==> config.mk <==
export PLATFORM = sky130hd
export DESIGN_NAME = two_channel_timer_pwm
export DESIGN_NICKNAME = d
export VERILOG_FILES = /design/src/two_channel_timer_pwm.v /design/src/timer_channel.v
export VERILOG_INCLUDE_DIRS = /design/src /design/src/common
export SDC_FILE = /design/constraint.sdc
export NUM_CORES = 1
export LEC_CHECK = 0
export CORE_ASPECT_RATIO = 0.9
export CORE_MARGIN = 5
export CORE_UTILIZATION = 40
export CTS_CLUSTER_DIAMETER = 200
export DETAILED_ROUTE_END_ITERATION = 7
export DONT_BUFFER_PORTS = 1
export HOLD_SLACK_MARGIN = 0.02
export PLACE_DENSITY = 0.6
export SLEW_MARGIN = 20
export SYNTH_ARGS = -nofsm -noshare
export SYNTH_HDL_FRONTEND = slang
export SYNTH_SLANG_ARGS = --single-unit
==> constraint.sdc <==
create_clock -name core_clk -period 5.9 [get_ports core_clk]
set_input_delay 0.885 -clock core_clk [delete_from_list [all_inputs] [get_ports core_clk]]
set_output_delay 0.885 -clock core_clk [all_outputs]
set_load 0.1 [all_outputs]
==> src/common/timer_pwm_defs.vh <==
// register offsets, field positions, reset values and codes of the timer
`ifndef TIMER_PWM_DEFS_VH
`define TIMER_PWM_DEFS_VH

// register indices on the byte register port
`define OFS_STATUS_CTRL  4'h0
`define OFS_COUNT_HIGH   4'h1
`define OFS_COUNT_LOW    4'h2
`define OFS_MODULUS_HIGH 4'h3
`define OFS_MODULUS_LOW  4'h4
`define OFS_CH0_CTRL     4'h5
`define OFS_CH0_VAL_HIGH 4'h6
`define OFS_CH0_VAL_LOW  4'h7
`define OFS_CH1_CTRL     4'h8
`define OFS_CH1_VAL_HIGH 4'h9
`define OFS_CH1_VAL_LOW  4'ha
`define OFS_PIN_OPTION   4'hb

// status and control fields
`define SC_OVF_FLAG   7
`define SC_OVF_IE     6
`define SC_CENTER_ALIGNED_PULSE_MODE       5
`define SC_CLKSEL_HI  4
`define SC_CLKSEL_LO  3
`define SC_PS_HI      2
`define SC_PS_LO      0

// channel control fields
`define CH_FLAG   7
`define CH_IE     6
`define CH_MS_B   5
`define CH_MS_A   4
`define CH_ELS_B  3
`define CH_ELS_A  2

// pin option fields
`define OPT_ROUTE_HI  1
`define OPT_ROUTE_LO  0
`define OPT_LFO_CH0   2

// clock select codes
`define CLKSEL_NONE   2'h0
`define CLKSEL_BUS    2'h1
`define CLKSEL_UNUSED 2'h2
`define CLKSEL_XTAL   2'h3

// reset values, free-running top and external clock rate
`define RST_BYTE   8'h00
`define RST_WORD   16'h0000
`define FREE_TOP   16'hffff
`define EXT_CLK_KHZ 500

`endif

==> src/two_channel_timer_pwm.v <==
// two-channel 16-bit timer and pulse-width unit with byte registers
`timescale 1ns/1ps
`default_nettype none
`include "timer_pwm_defs.vh"

module two_channel_timer_pwm (
  input  wire       core_clk,      // 125 MHz bus clock
  input  wire       rst,           // async reset, active high
  input  wire [3:0] reg_addr,      // register index
  input  wire [7:0] reg_wdata,     // register write data
  input  wire       reg_wr,        // write strobe
  input  wire       reg_rd,        // read strobe
  output reg  [7:0] reg_rdata,     // read data, cycle after strobe
  input  wire       ext_clk_500k,  // crystal-derived clock pin
  input  wire       lfo_in,        // low_freq_oscillator output
  input  wire [1:0] chan_pin_in,   // porta_upper_pin_pair inputs
  input  wire [1:0] pins_claimed,  // pins taken by receiver or gpio
  output reg  [1:0] chan_pin_out,  // porta_upper_pin_pair outputs
  output reg  [1:0] chan_pin_oe_n, // low while the unit drives a pin
  output reg  [1:0] irq_ch,        // channel interrupt requests
  output reg        irq_ovf        // terminal count interrupt
);
  localparam ST_UP   = 2'b01;
  localparam ST_DOWN = 2'b10;

  // enable mask for a prescaler tap
  function [6:0] tap_mask;
    input [2:0] ps;
    begin
      tap_mask = 7'h7f >> (3'h7 - ps);
    end
  endfunction

  // terminal count of the counter
  function [15:0] top_of;
    input [15:0] m;
    begin
      if (m == `RST_WORD || m == `FREE_TOP)
        top_of = `FREE_TOP;
      else
        top_of = m;
    end
  endfunction

  reg        ovf_flag;
  reg        ovf_armed;
  reg        ovf_ie;
  reg        center_aligned_pulse_mode;
  reg [1:0]  clk_sel;
  reg [2:0]  ps;
  reg [15:0] cnt;
  reg [15:0] modv;
  reg [1:0]  route_en;
  reg        lfo_to_ch0;
  reg [6:0]  presc;
  reg [1:0]  dir_state;
  reg        cnt_upd;
  reg        boundary;

  reg        ext_s1;
  reg        ext_s2;
  reg        ext_s3;
  reg [1:0]  pin_s1;
  reg [1:0]  pin_s2;
  reg        lfo_s1;
  reg        lfo_s2;

  reg [15:0] next_cnt;
  reg [1:0]  next_dir;
  reg        ovf_evt;
  reg [7:0]  next_rdata;

  wire        src_en;
  wire        tick;
  wire [15:0] top;
  wire        wr_sc;
  wire        cnt_wr;
  wire [7:0]  sc_byte;
  wire [7:0]  ch_sc [0:1];
  wire [15:0] ch_val [0:1];
  wire [1:0]  ch_drive;
  wire [1:0]  ch_level;
  wire [1:0]  ch_irq;
  wire [1:0]  cap_src;
  wire [1:0]  ch_sc_wr = {reg_wr && reg_addr == `OFS_CH1_CTRL,
                          reg_wr && reg_addr == `OFS_CH0_CTRL};
  wire [1:0]  ch_sc_rd = {reg_rd && reg_addr == `OFS_CH1_CTRL,
                          reg_rd && reg_addr == `OFS_CH0_CTRL};
  wire [1:0]  ch_vh_wr = {reg_wr && reg_addr == `OFS_CH1_VAL_HIGH,
                          reg_wr && reg_addr == `OFS_CH0_VAL_HIGH};
  wire [1:0]  ch_vl_wr = {reg_wr && reg_addr == `OFS_CH1_VAL_LOW,
                          reg_wr && reg_addr == `OFS_CH0_VAL_LOW};

  // pins and the external clock cross in through two flops
  always @(posedge core_clk or posedge rst) begin
    if (rst) begin
      ext_s1 <= 1'b0;
      ext_s2 <= 1'b0;
      ext_s3 <= 1'b0;
      pin_s1 <= 2'b11;
      pin_s2 <= 2'b11;
      lfo_s1 <= 1'b0;
      lfo_s2 <= 1'b0;
    end else begin
      ext_s1 <= ext_clk_500k;
      ext_s2 <= ext_s1;
      ext_s3 <= ext_s2;
      pin_s1 <= chan_pin_in;
      pin_s2 <= pin_s1;
      lfo_s1 <= lfo_in;
      lfo_s2 <= lfo_s1;
    end
  end

  // clock source choice and prescaler
  assign src_en = (clk_sel == `CLKSEL_BUS) |
                  ((clk_sel == `CLKSEL_XTAL) & ext_s2 & ~ext_s3);
  assign tick   = src_en & ((presc & tap_mask(ps)) == tap_mask(ps));
  assign top    = top_of(modv);
  assign wr_sc  = reg_wr & (reg_addr == `OFS_STATUS_CTRL);
  assign cnt_wr = reg_wr & ((reg_addr == `OFS_COUNT_HIGH) |
                            (reg_addr == `OFS_COUNT_LOW));
  assign sc_byte = {ovf_flag, ovf_ie, center_aligned_pulse_mode, clk_sel, ps};

  // channel 0 may watch the low-frequency oscillator instead of its pin
  assign cap_src = {pin_s2[1], lfo_to_ch0 ? lfo_s2 : pin_s2[0]};

  // counter next value: up to the top, or up and down in center mode
  always @* begin
    next_cnt = cnt;
    next_dir = dir_state;
    ovf_evt  = 1'b0;
    if (tick) begin
      if (center_aligned_pulse_mode) begin
        case (dir_state)
          ST_UP: begin
            if (cnt >= top) begin
              next_cnt = cnt - 16'h0001;
              next_dir = ST_DOWN;
              ovf_evt  = 1'b1;
            end else begin
              next_cnt = cnt + 16'h0001;
            end
          end
          ST_DOWN: begin
            if (cnt == `RST_WORD) begin
              next_cnt = cnt + 16'h0001;
              next_dir = ST_UP;
            end else begin
              next_cnt = cnt - 16'h0001;
            end
          end
          default: begin
            next_cnt = `RST_WORD;
            next_dir = ST_UP;
          end
        endcase
      end else begin
        next_dir = ST_UP;
        if (cnt >= top) begin
          next_cnt = `RST_WORD;
          ovf_evt  = 1'b1;
        end else begin
          next_cnt = cnt + 16'h0001;
        end
      end
    end
  end

  always @(posedge core_clk or posedge rst) begin
    if (rst) begin
      cnt       <= `RST_WORD;
      presc     <= 7'h00;
      dir_state <= ST_UP;
      cnt_upd   <= 1'b0;
      boundary  <= 1'b0;
    end else if (cnt_wr) begin
      cnt       <= `RST_WORD;
      presc     <= 7'h00;
      dir_state <= ST_UP;
      cnt_upd   <= 1'b0;
      boundary  <= 1'b0;
    end else begin
      if (src_en)
        presc <= presc + 7'h01;
      cnt       <= next_cnt;
      dir_state <= next_dir;
      cnt_upd   <= tick;
      boundary  <= ovf_evt;
    end
  end

  // status and control, overflow flag, modulus and pin options
  always @(posedge core_clk or posedge rst) begin
    if (rst) begin
      ovf_flag   <= 1'b0;
      ovf_armed  <= 1'b0;
      ovf_ie     <= 1'b0;
      center_aligned_pulse_mode       <= 1'b0;
      clk_sel    <= `CLKSEL_NONE;
      ps         <= 3'h0;
      modv       <= `RST_WORD;
      route_en   <= 2'b00;
      lfo_to_ch0 <= 1'b0;
    end else begin
      if (ovf_evt & ~cnt_wr) begin
        ovf_flag  <= 1'b1;
        ovf_armed <= 1'b0;
      end else if (wr_sc & ovf_armed & ~reg_wdata[`SC_OVF_FLAG]) begin
        ovf_flag  <= 1'b0;
        ovf_armed <= 1'b0;
      end else if (reg_rd && reg_addr == `OFS_STATUS_CTRL && ovf_flag) begin
        ovf_armed <= 1'b1;
      end
      if (wr_sc) begin
        ovf_ie  <= reg_wdata[`SC_OVF_IE];
        center_aligned_pulse_mode    <= reg_wdata[`SC_CENTER_ALIGNED_PULSE_MODE];
        clk_sel <= reg_wdata[`SC_CLKSEL_HI:`SC_CLKSEL_LO];
        ps      <= reg_wdata[`SC_PS_HI:`SC_PS_LO];
      end
      if (reg_wr && reg_addr == `OFS_MODULUS_HIGH)
        modv[15:8] <= reg_wdata;
      if (reg_wr && reg_addr == `OFS_MODULUS_LOW)
        modv[7:0] <= reg_wdata;
      if (reg_wr && reg_addr == `OFS_PIN_OPTION) begin
        route_en   <= reg_wdata[`OPT_ROUTE_HI:`OPT_ROUTE_LO];
        lfo_to_ch0 <= reg_wdata[`OPT_LFO_CH0];
      end
    end
  end

  // read data; reading the counter does not touch it
  always @* begin
    case (reg_addr)
      `OFS_STATUS_CTRL:  next_rdata = sc_byte;
      `OFS_COUNT_HIGH:   next_rdata = cnt[15:8];
      `OFS_COUNT_LOW:    next_rdata = cnt[7:0];
      `OFS_MODULUS_HIGH: next_rdata = modv[15:8];
      `OFS_MODULUS_LOW:  next_rdata = modv[7:0];
      `OFS_CH0_CTRL:     next_rdata = ch_sc[0];
      `OFS_CH0_VAL_HIGH: next_rdata = ch_val[0][15:8];
      `OFS_CH0_VAL_LOW:  next_rdata = ch_val[0][7:0];
      `OFS_CH1_CTRL:     next_rdata = ch_sc[1];
      `OFS_CH1_VAL_HIGH: next_rdata = ch_val[1][15:8];
      `OFS_CH1_VAL_LOW:  next_rdata = ch_val[1][7:0];
      `OFS_PIN_OPTION:   next_rdata = {5'h00, lfo_to_ch0, route_en};
      default:           next_rdata = `RST_BYTE;
    endcase
  end

  always @(posedge core_clk or posedge rst) begin
    if (rst)
      reg_rdata <= `RST_BYTE;
    else if (reg_rd)
      reg_rdata <= next_rdata;
    else
      reg_rdata <= `RST_BYTE;
  end

  // two identical channels on the shared counter
  genvar gi;
  generate
    for (gi = 0; gi < 2; gi = gi + 1) begin : g_ch
      timer_channel u_ch (
        .core_clk   (core_clk),
        .rst        (rst),
        .cnt        (cnt),
        .cnt_upd    (cnt_upd),
        .boundary   (boundary),
        .center_aligned_pulse_mode       (center_aligned_pulse_mode),
        .count_down (dir_state == ST_DOWN),
        .cnt_run    (clk_sel != `CLKSEL_NONE),
        .cap_in     (cap_src[gi]),
        .sc_wr      (ch_sc_wr[gi]),
        .sc_rd      (ch_sc_rd[gi]),
        .vh_wr      (ch_vh_wr[gi]),
        .vl_wr      (ch_vl_wr[gi]),
        .wdata      (reg_wdata),
        .sc         (ch_sc[gi]),
        .value      (ch_val[gi]),
        .pin_drive  (ch_drive[gi]),
        .pin_level  (ch_level[gi]),
        .irq_req    (ch_irq[gi])
      );
    end
  endgenerate

  // pin ownership and interrupt outputs
  always @(posedge core_clk or posedge rst) begin
    if (rst) begin
      chan_pin_out  <= 2'b00;
      chan_pin_oe_n <= 2'b11;
      irq_ch        <= 2'b00;
      irq_ovf       <= 1'b0;
    end else begin
      chan_pin_out  <= ch_level;
      chan_pin_oe_n <= ~(ch_drive & route_en & ~pins_claimed);
      irq_ch        <= ch_irq;
      irq_ovf       <= ovf_flag & ovf_ie;
    end
  end
endmodule
`default_nettype wire

==> src/timer_channel.v <==
// one timer channel: capture, compare and buffered pulse-width output
`timescale 1ns/1ps
`default_nettype none
`include "timer_pwm_defs.vh"

module timer_channel (
  input  wire        core_clk,    // bus clock
  input  wire        rst,         // async reset, active high
  input  wire [15:0] cnt,         // shared counter
  input  wire        cnt_upd,     // counter just changed
  input  wire        boundary,    // period boundary pulse
  input  wire        center_aligned_pulse_mode,        // center-aligned mode
  input  wire        count_down,  // counter going down
  input  wire        cnt_run,     // clock select is not the none code
  input  wire        cap_in,      // synchronised capture input
  input  wire        sc_wr,       // control write
  input  wire        sc_rd,       // control read
  input  wire        vh_wr,       // value high byte write
  input  wire        vl_wr,       // value low byte write
  input  wire [7:0]  wdata,       // write data
  output wire [7:0]  sc,          // control read value
  output wire [15:0] value,       // active channel value
  output wire        pin_drive,   // channel wants the pin
  output wire        pin_level,   // channel output level
  output wire        irq_req      // flag and enable
);
  reg        flag;
  reg        armed;
  reg        ie;
  reg        ms_b;
  reg        ms_a;
  reg        els_b;
  reg        els_a;
  reg        in_d;
  reg        out_lvl;
  reg [15:0] val;
  reg [15:0] pend;

  wire pwm_mode = center_aligned_pulse_mode | ms_b;
  wire cap_mode = ~center_aligned_pulse_mode & ~ms_b & ~ms_a;
  wire cmp_mode = ~center_aligned_pulse_mode & ~ms_b & ms_a;
  wire rise     = cap_in & ~in_d;
  wire fall     = ~cap_in & in_d;
  wire cap_evt  = cap_mode & cnt_run &
                  ((els_a & rise) | (els_b & fall));
  wire match    = cnt_upd & ~cap_mode & (cnt == val);
  wire act      = ~els_a;

  assign sc        = {flag, ie, ms_b, ms_a, els_b, els_a, 2'b00};
  assign value     = val;
  assign pin_drive = (cmp_mode | pwm_mode) & (els_b | els_a);
  assign pin_level = out_lvl;
  assign irq_req   = flag & ie;

  always @(posedge core_clk or posedge rst) begin
    if (rst) begin
      flag  <= 1'b0;
      armed <= 1'b0;
      ie    <= 1'b0;
      ms_b  <= 1'b0;
      ms_a  <= 1'b0;
      els_b <= 1'b0;
      els_a <= 1'b0;
    end else begin
      if (cap_evt | match) begin
        flag  <= 1'b1;
        armed <= 1'b0;
      end else if (sc_wr & armed & ~wdata[`CH_FLAG]) begin
        flag  <= 1'b0;
        armed <= 1'b0;
      end else if (sc_rd & flag) begin
        armed <= 1'b1;
      end
      if (sc_wr) begin
        ie    <= wdata[`CH_IE];
        ms_b  <= wdata[`CH_MS_B];
        ms_a  <= wdata[`CH_MS_A];
        els_b <= wdata[`CH_ELS_B];
        els_a <= wdata[`CH_ELS_A];
      end
    end
  end

  always @(posedge core_clk or posedge rst) begin
    if (rst) begin
      val  <= `RST_WORD;
      pend <= `RST_WORD;
      in_d <= 1'b1;
    end else begin
      in_d <= cap_in;
      if (vh_wr)
        pend[15:8] <= wdata;
      if (vl_wr)
        pend[7:0] <= wdata;
      if (cap_evt) begin
        val <= cnt;
      end else if (pwm_mode) begin
        if (boundary)
          val <= pend;
      end else begin
        if (vh_wr)
          val[15:8] <= wdata;
        if (vl_wr)
          val[7:0] <= wdata;
      end
    end
  end

  // output action for compare, edge and center pulse modes
  always @(posedge core_clk or posedge rst) begin
    if (rst) begin
      out_lvl <= 1'b0;
    end else if (center_aligned_pulse_mode) begin
      if (match)
        out_lvl <= count_down ? act : ~act;
    end else if (ms_b) begin
      if (match)
        out_lvl <= ~act;
      else if (cnt_upd && cnt == `RST_WORD)
        out_lvl <= act;
    end else if (cmp_mode & match) begin
      case ({els_b, els_a})
        2'b01:   out_lvl <= ~out_lvl;
        2'b10:   out_lvl <= 1'b0;
        2'b11:   out_lvl <= 1'b1;
        default: out_lvl <= out_lvl;
      endcase
    end
  end
endmodule
`default_nettype wire

* Word level (Yosys, flattened, before mapping)
Cells that the tools add are included.
W data, S select, Z words.
** Word-level totals
- Bits in registers :: 161
- Output and inout bits :: 15
- Word-level logic and storage cells :: 278
** Operators by class
- Add/subtract/negate cells :: 4
- Magnitude comparators :: 1
- Equal/unequal tests :: 33
- Shift-type cells :: 1
- Mux-type cells :: 66
- Bitwise operators :: 78
- Reduce and logical (&&, ||, !) cells :: 42
** Operators by type and width (count)
- $mux W16 :: 13
- $pmux W8 S12 :: 1
- $and A1 B1 Y1 :: 43
- $mux W8 :: 5
- $mux W1 :: 36
- $eq A16 B16 Y1 :: 2
- $logic_not A16 Y1 :: 2
- $pmux W16 S2 :: 1
- $reduce_bool A3 Y1 :: 9
- $not A1 Y1 :: 18
- $add A16 B1 Y16 const B :: 1
- $eq A16 B16 Y1 const B :: 1
- $eq A4 B3 Y1 const B :: 4
- $eq A4 B4 Y1 const B :: 4
- $ge A16 B16 Y1 :: 1
- $sub A16 B1 Y16 const B :: 1
- $logic_and A1 B1 Y1 :: 14
- $mux W7 :: 2
- $eq A2 B2 Y1 const B :: 6
- $ne A3 B3 Y1 const B :: 4
- $or A1 B1 Y1 :: 12
- $reduce_bool A2 Y1 :: 6
- $mux W2 :: 5
- $reduce_bool A5 Y1 :: 2
- 19 further kinds :: 32

* Logic depth before layout (Yosys ltp)
Gate-level depths: netlist of run 1.
- Depth after elaboration :: 10
- Mapped depth :: 14
- Gate-level depth less buffers :: 12

* By module
A second synthesis of run 1 with hierarchy kept.
** Second synthesis, totals
- Cells, all modules :: 1005
- Area, all modules :: 9542.9 sq um
** Modules (own cells, without submodules)
- two_channel_timer_pwm :: times used 1, cells each 563, area each 5141.2 sq um
- timer_channel :: times used 2, cells each 221, area each 2200.9 sq um

* Worst setup path before layout of run 1
Ideal clock, no wire load.
- Path kind :: register to register
- From :: register modv[15]
- To :: register cnt[15]
- Library setup time :: 0.124 ns
- Arrival time :: 3.415 ns
- Data required time :: 5.776 ns
- Setup slack :: 2.361 ns
- Stages on the path, launching flop included :: 14
- Buffers on the path :: 1
- Clock period less this slack :: 3.539 ns
- Cell sequence :: dfrtp_1 -> nand4_1 -> or4_1 -> nand2_1 -> clkbuf_1 -> nor2_1 -> ha_1 -> and2_1 -> a221o_1 -> a211o_1 -> o21ai_1 -> a21oi_4 -> and3b_1 -> a211o_1
** Between the ends
- Longest elaborated chain between the ends :: 9
- Elaborated cells on any way between the ends :: 11
- Those cells by class :: order compare: 1; eq/ne: 1; mux: 7; reduce/logical: 2
** RTL lines
- start, declared :: line two_channel_timer_pwm.v:52 : reg [15:0] modv;
- start signal, assigned :: line two_channel_timer_pwm.v:202 : modv <= `RST_WORD;
- start signal, assigned :: line two_channel_timer_pwm.v:222 : modv[15:8] <= reg_wdata;
- $eq A16 B16 Y1 (no line) / $logic_not A16 Y1 (equally long branches)
- $logic_or A1 B1 Y1 (no line)
- $mux W16 * :: line two_channel_timer_pwm.v:38 : if (m == `RST_WORD || m == `FREE_TOP)
- $ge A16 B16 Y1 * :: line two_channel_timer_pwm.v:137, two_channel_timer_pwm.v:160
- $mux W16 :: line two_channel_timer_pwm.v:137 : if (cnt >= top) begin
- $pmux W16 S2 :: line two_channel_timer_pwm.v:135 : case (dir_state)
- $mux W16 * :: line two_channel_timer_pwm.v:134 : if (center_aligned_pulse_mode) begin
- $mux W16 * :: line two_channel_timer_pwm.v:133 : if (tick) begin
- $mux W16 * :: line two_channel_timer_pwm.v:177 : end else if (cnt_wr) begin
- end signal, assigned :: line two_channel_timer_pwm.v:172 : cnt <= `RST_WORD;
- end signal, assigned :: line two_channel_timer_pwm.v:178 : cnt <= `RST_WORD;
- end signal, assigned :: line two_channel_timer_pwm.v:186 : cnt <= next_cnt;
- end, declared :: line two_channel_timer_pwm.v:51 : reg [15:0] cnt;
Every way passes the cells marked *; elsewhere a longest branch is shown, timed or not. The select of a mux whose other input is x is not followed.
A chain may end at the register's enable or synchronous reset.

* Final worst setup path of run 1
- From :: register modv[13]
- To :: register cnt[15]
The elaborated chain is that of the path after synthesis.

==> results of run 1 <==
-- area by class of cell --
type                       instances  share of cell area, %
clock buffer                      18                   4.05
multi-input combinational        768                   50.1
tap                              308                   3.64
sequential                       161                   38.1
clock inverter                    14                   1.88
timing repair buffer              20                   1.42
inverter                          21                  0.791
-- state kept, by name, summed over array words and instances (netlist names), 3 cells and up --
signal,count
presc,7
g_ch.u_ch.pend,32
reg_rdata,8
g_ch.u_ch.value,32
modv,16
cnt,16
ps,3
-- power groups by stage --
stage / combinational [mW] / sequential (mW) / clock, mW
3_3_place_gp: 1.46 / 1.85 / 0
2_1_floorplan: 1.18 / 1.72 / 0
5_1_grt: 1.66 / 1.88 / 1.26
3_5_place_dp: 1.49 / 1.86 / 0
4_1_cts: 1.50 / 1.84 / 1.22
6_report: 1.52 / 1.85 / 1.20
-- path summary, 6_finish.rpt --
kind | slack (ps) | cells after the start | end | startpoint
min | 360 | 0 | lfo_s2$_DFF_PP0_ | lfo_s1$_DFF_PP0_
min in group asynchronous | 410 | 1 | ext_s1$_DFF_PP0_ | rst
max reg2reg | 1650 | 12 | cnt[15]$_DFFE_PP0P_ | modv[13]$_DFFE_PP0P_
max | 1650 | 12 | cnt[15]$_DFFE_PP0P_ | modv[13]$_DFFE_PP0P_
min reg2reg | 360 | 0 | lfo_s2$_DFF_PP0_ | lfo_s1$_DFF_PP0_
max in group asynchronous | 4410 | 2 | boundary$_DFF_PP0_ | rst
-- metal layers --
metal / GRT usage [%] / part of all wire, %
met1: 33.3 / 46
met5: 0 / 0
met3: 6.45 / 11
met2: 31.6 / 41
met4: 7.43 / 2.4
-- cells by family (layout without fill, tap and decap cells) --
family                     Yosys count  after routing  synth area share [%]
adders and majority gates           22             22                  2.83
xor gates and xnor gates            47             47                  4.23
buffers and inverters               96             73                  4.08
muxes                              107            107                  12.2
DFF                                161            161                  41.5
AOI/OAI and AO/OA                  257            257                  17.7
and+or+nand+nor                    335            335                  17.5
-- cell usage in the layout (no fill, tap or decap), types with 7 or more instances in the layout --
master,instances
sky130_fd_sc_hd__dfstp_2,9
sky130_fd_sc_hd__o21ai_0,44
sky130_fd_sc_hd__buf_4,20
sky130_fd_sc_hd__nand4_1,14
sky130_fd_sc_hd__o31ai_1,7
sky130_fd_sc_hd__xnor2_1,28
sky130_fd_sc_hd__nor4_1,15
sky130_fd_sc_hd__or3_1,7
sky130_fd_sc_hd__mux2_2,92
sky130_fd_sc_hd__nor2b_1,13
sky130_fd_sc_hd__and2_1,27
sky130_fd_sc_hd__a21oi_1,96
sky130_fd_sc_hd__xor2_1,19
sky130_fd_sc_hd__nand3_1,19
sky130_fd_sc_hd__ha_1,22
sky130_fd_sc_hd__nand2_1,70
sky130_fd_sc_hd__clkbuf_16,17
sky130_fd_sc_hd__o32ai_1,7
sky130_fd_sc_hd__nor3_1,14
sky130_fd_sc_hd__inv_1,20
sky130_fd_sc_hd__nand2b_1,17
sky130_fd_sc_hd__or2_2,7
sky130_fd_sc_hd__nor2_1,99
sky130_fd_sc_hd__a31oi_1,8
sky130_fd_sc_hd__a22oi_1,9
sky130_fd_sc_hd__dfrtp_1,152
sky130_fd_sc_hd__mux2i_1,15
-- stage by stage --
stage / setup slack, ps / cells / utilization [%] / total power [mW] / hold slack (ps)
CTS: 1740 / 1310 / 43.9 / 4.55 / 358
global placement: 1820 / 1278 / 41.3 / 3.31 / 333
floorplan: 682 / 1025 / - / 2.90 / 331
global route: 1330 / 1310 / 43.9 / 4.81 / 362
finish: 1650 / 1310 / 43.9 / 4.57 / 356
detailed placement: 1780 / 1278 / 41.3 / 3.35 / 344
-- worst max-delay path, delay by kind of cell (launching register included) --
family	cells	cell delay, ps
compound gates	5	1820
simple gates	6	1630
flops	1	440
fa+ha+maj	1	210
==> flow_summary.rst, run 1 <==
.. list-table::
   :header-rows: 1

   * - Metric
     - Value
   * - # diodes
     - 0
   * - TritonCTS clock tree
     - yes
   * - # H-tree levels
     - 4
   * - Critical path fanouts, max
     - 16
   * - Tmin final
     - 4250 ps
   * - Routed WL
     - 31000 um
   * - Cts bufs inserted
     - 17
   * - Pin count of the biggest net entering global routing
     - 69
   * - Classification of the worst-slack hold path
     - register to register
   * - Average wire per standard cell
     - 23.7 um
   * - Total iterations of the first detailed-routing run
     - 5
   * - Register bit count reported by yosys
     - 161
   * - Leading cell types by count after synthesis
     - sky130_fd_sc_hd__dfrtp_1, sky130_fd_sc_hd__nor2_1, sky130_fd_sc_hd__a21oi_1
   * - Yosys warnings
     - 0
   * - Leading cell type by number of instances after synthesis
     - sky130_fd_sc_hd__dfrtp_1
   * - Die outline height
     - 158 um
   * - Worst clock skew
     - 12.3 ps
   * - Vias per Instance
     - 6.18
   * - Cell area after placement
     - 9950 um2
   * - Fmax
     - 0.235 GHz
   * - NumNets Final
     - 1033
   * - RSZ-0062 raised after global routing
     - false
   * - Critical-path cell list
     - nand4_1 > or4_1 > nand2_1 > or2_2 > ha_1 > nand2b_1 > a2111oi_0 > o32a_1 > nand2_1 > a21oi_2 > o31ai_1 > a211o_1
   * - Cells after Synth
     - 1025
   * - Boundary pin count
     - 37
   * - Die width
     - 174 um
   * - Sequential Area
     - 4040 um2
   * - Fraction of post-synthesis cell area in the top cell type by area
     - 39.1%
   * - Average cell area after synthesis
     - 9.49 um2
   * - Crit-path slowest cell
     - sky130_fd_sc_hd__a2111oi_0
   * - Number of flops mapped to enable cells by yosys
     - 0
   * - Switching power
     - 1.84 mW
   * - Core area
     - 24100 um2
   * - Antenna violations before repair
     - 1
   * - Final Max Tran Viols
     - 0
   * - Result of the run
     - completed
   * - Flip-flop cell with the highest count after synthesis
     - sky130_fd_sc_hd__dfrtp_1
   * - CP arrival
     - 4580 ps
   * - Starting utilization of the core area
     - 40.3%
   * - Sequential share of power
     - 40.5%
   * - CTS Sinks
     - 161
   * - Cell leakage power
     - 4.43 nW
   * - Cell types occupying the most area after synthesis
     - sky130_fd_sc_hd__dfrtp_1, sky130_fd_sc_hd__mux2_2, sky130_fd_sc_hd__a21oi_1
   * - Post-route clock period utilization
     - 72.1%
   * - Share of flip-flops with an asynchronous set or reset
     - 100%
   * - Global-route wire length before repair
     - 47300 um
   * - Net Count, Synth
     - 1069
   * - Worst EP required
     - 6230 ps
   * - Total vias in the final route
     - 8097
   * - Post-detailed-route count of antenna-violating nets
     - 0
   * - Internal power
     - 2.74 mW
   * - Number of remaining DRC errors
     - 0
   * - Area grow syn2layout
     - 8.90%
   * - Iteration-0 DRC count of the detailed router
     - 843
   * - CP peak stage delay
     - 580 ps
   * - Number of rows created at floorplan
     - 54
   * - Detailed-placement wirelength estimate
     - 21800 um
   * - Clock root buffer
     - sky130_fd_sc_hd__clkbuf_16
   * - Final hold vios
     - 0
   * - Buffers added on ports
     - 0
   * - Setup TNS
     - 0 ps
   * - Setup violations, final
     - 0
   * - Total grt overflow
     - 0
   * - Global routing usage summed across all routing layers
     - 22.5%
   * - VDD IR max
     - 0.184 mV
   * - Cell mode on critical path
     - sky130_fd_sc_hd__nand2_1
   * - Remaining max-slew budget at the tightest pin
     - 29.7%
   * - Share of post-route cells with drive strength above 1
     - 18.1%
   * - Routability congestion estimate from global placement
     - 1.05
   * - Post-route standard cell area excluding fillers
     - 10600 um2
   * - Via count of the first global-routing pass
     - 7722
   * - DIE AREA
     - 27600 um2
   * - Number of different library cells in the post-synthesis netlist
     - 78
   * - Clk_lat worst skew
     - 440 ps
   * - Number of violations of the max-capacitance limit
     - 0
   * - Cell area after synthesis
     - 9730 um2
   * - Clock network fraction of design power
     - 26.3%
   * - Filler cells
     - 2264
   * - Switching share of power
     - 40.2%
   * - Worst-Margin Slew
     - 1050 ps
   * - Postcts setup bufs
     - 0
   * - Power share of the combinational group
     - 33.2%
   * - Worst Setup Path Type
     - register to register
   * - Startpoint Class
     - register
   * - Number of gates given a new drive strength after cts
     - 0
   * - Yosys top cell by area
     - sky130_fd_sc_hd__dfrtp_1
   * - Maximum clock path buffer count
     - 2
   * - Count of hold buffers inserted by post-cts repair
     - 0
   * - Clock-pin slew on the worst setup and hold paths
     - 80 ps
   * - Footprint of the multi-input gates
     - 5310 um2
   * - Share of the yosys chip area belonging to registers
     - 41.5%
   * - Areal power density over the cells
     - 432 nW/um2
   * - Critical Path End Type
     - register
(Power assumes the default switching activity.)
==> run 2, diff against run 1 <==
PLACE_DENSITY = 0.62   (was 0.6)
clock period = 3.6 ns   (was 5.9 ns; I/O delays follow)
==> flow_summary.rst, run 2 (same netlist as run 1, synthesis figures left out) <==
.. list-table::
   :header-rows: 1

   * - Metric
     - Value
   * - Final hold vios
     - 0
   * - Launching instance or port of the critical path
     - modv[15]$_DFFE_PP0P_
   * - Detailed-placement wirelength estimate
     - 22600 um
   * - Cell leakage power
     - 4.62 nW
   * - Switching power
     - 3.06 mW
   * - Worst Setup Path Type
     - register to register
   * - Number of violations of the max-capacitance limit
     - 0
   * - Global-route wire length before repair
     - 48300 um
   * - Total vias in the final route
     - 8272
   * - Boundary pin count
     - 37
   * - Die outline height
     - 158 um
   * - Worst clock skew
     - 11.7 ps
   * - Area grow syn2layout
     - 12.3%
   * - RSZ-0062 raised after global routing
     - true
   * - Clock network fraction of design power
     - 24.5%
   * - # diodes
     - 0
   * - Routed WL
     - 31600 um
   * - Setup WS pre-CTS
     - 68.3 ps
   * - Routability congestion estimate from global placement
     - 0.978
   * - Grt peak-use layer
     - met2
   * - # H-tree levels
     - 4
   * - Number of rows created at floorplan
     - 54
   * - Die width
     - 174 um
   * - Cts bufs inserted
     - 17
   * - Tmin final
     - 3460 ps
   * - Remaining max-slew budget at the tightest pin
     - 36.4%
   * - Setup TNS
     - 0 ps
   * - Switching share of power
     - 40.4%
   * - Total grt overflow
     - 0
   * - Total iterations of the first detailed-routing run
     - 5
   * - Worst-Margin Slew
     - 954 ps
   * - Most frequent standard cell in the layout excluding fill and tap cells
     - sky130_fd_sc_hd__dfrtp_1
   * - Buffers added on ports
     - 0
   * - Final Max Tran Viols
     - 0
   * - Vias per Instance
     - 6.13
   * - Post-route clock period utilization
     - 96.1%
   * - Antenna violations before repair
     - 1
   * - DIE AREA
     - 27600 um2
   * - Areal power density over the cells
     - 693 nW/um2
   * - NumNets Final
     - 1073
   * - Share of post-route cells with drive strength above 1
     - 21.8%
   * - TritonCTS clock tree
     - yes
   * - Via count of the first global-routing pass
     - 7892
   * - CTS Sinks
     - 161
   * - Internal power
     - 4.51 mW
   * - Clock root buffer
     - sky130_fd_sc_hd__clkbuf_16
   * - Sequential share of power
     - 40.4%
   * - Clk_lat worst skew
     - 440 ps
   * - Met1 global-route usage
     - 33.1%
   * - Result of the run
     - completed
   * - Power share of the combinational group
     - 35.2%
   * - CP arrival
     - 3790 ps
   * - Critical-path cell list
     - nand4_1 > or4_1 > nand2_1 > buf_4 > nor2_1 > ha_1 > and4_2 > o2111ai_2 > o32ai_4 > nor2_1 > buf_4 > and3_2 > a221o_1 > o31a_1
   * - Iteration-0 DRC count of the detailed router
     - 893
   * - Number of remaining DRC errors
     - 0
   * - Filler cells
     - 2254
   * - Critical Path End Type
     - register
   * - Critical path fanouts, max
     - 9
   * - Core area
     - 24100 um2
   * - Startpoint Class
     - register
   * - Worst path setup slack after routing
     - 142 ps
   * - Global routing usage summed across all routing layers
     - 22.9%
   * - Fraction of met2 tracks used by global routing
     - 33.6%
   * - Post-detailed-route count of antenna-violating nets
     - 0
   * - Starting utilization of the core area
     - 40.3%
   * - Clock-pin slew on the worst setup and hold paths
     - 80 ps
   * - Leading cell types in the layout, fill and taps excluded
     - sky130_fd_sc_hd__dfrtp_1, sky130_fd_sc_hd__nor2_1, sky130_fd_sc_hd__a21oi_1
   * - Final core utilization
     - 45.3%
   * - Pin count of the biggest net entering global routing
     - 162
   * - M3 GR Usage
     - 6.02%
   * - Classification of the worst-slack hold path
     - primary input to register
   * - Critical R2R Launch
     - modv[15]$_DFFE_PP0P_
   * - Maximum clock path buffer count
     - 2
   * - Flop-to-flop setup slack
     - 140 ps
   * - Crit-path slowest cell
     - sky130_fd_sc_hd__or4_1
   * - Overall Power
     - 7.57 mW
   * - VDD IR max
     - 0.374 mV
   * - Startpoint of the lowest-slack hold path
     - chan_pin_in[0]
   * - Fmax
     - 0.289 GHz
   * - CP peak stage delay
     - 520 ps
   * - Setup violations, final
     - 0
   * - Worst EP required
     - 3930 ps
   * - Average wire per standard cell
     - 23.4 um
run 2: cell count changes in the layout (fill, tap and decap cells not counted), moves of 2 or more:
cell                        before  now
sky130_fd_sc_hd__buf_4          20   59
sky130_fd_sc_hd__bufinv_16       3    1
sky130_fd_sc_hd__clkbuf_8        0    2
sky130_fd_sc_hd__clkinv_4        2    5
run 2: final timing paths:
check,end,depth (start not counted)
max in group asynchronous,clk_sel[1]$_DFFE_PP0P_,2
min in group asynchronous,ext_s2$_DFF_PP0_,2
max reg2reg,cnt[5]$_DFFE_PP0P_,14
min reg2reg,ext_s2$_DFF_PP0_,0
max,cnt[5]$_DFFE_PP0P_,14
min,pin_s1[0]$_DFF_PP1_,0
run 2: worst max-delay path, delay by kind of cell, from the launching register on:
family	cells	cell delay [ps]
flops	1	350
fa+ha+maj	1	300
compound gates	4	960
buf+inv	2	330
simple gates	7	1410
run 2: area by class of cell:
cell class	count	area [um2]	area share, %
well taps	308	385	3.53
multi-input cells	768	5360	49.0
flip-flops and latches	161	4040	37.0
inverters	21	82.6	0.756
clock inverters	13	144	1.32
repair buffers	60	463	4.24
clock buffers	19	453	4.15
run 2: per-layer routing:
metal	share of wire [%]	routed length (um)
met4	2.7	853
met2	42	13400
met1	45	14400
met3	9.6	3020
met5	0.13	41
run 2: metrics by stage:
stage          hold WS [ps]  cell area, um2  cells
2_1_floorplan           331            9740   1025
3_3_place_gp            332           10200   1314
3_5_place_dp            336           10200   1314
4_1_cts                84.2           10800   1346
5_1_grt                76.0           10900   1350
6_report               90.9           10900   1350
run 2: timing repair:
item | CTS | global route
gates resized for setup | 0 | 11
buffers inserted | 0 | 4
hold buffers | 0 | 0
setup endpoints to repair | 0 | 19
run 2: power groups by stage:
stage	combinational, mW	clock (mW)	sequential [mW]
after floorplan	1.93	0	2.81
after global placement	2.50	0	3.05
after detailed placement	2.55	0	3.06
after CTS	2.56	1.88	3.04
after global routing	2.93	1.96	3.11
final	2.67	1.85	3.06
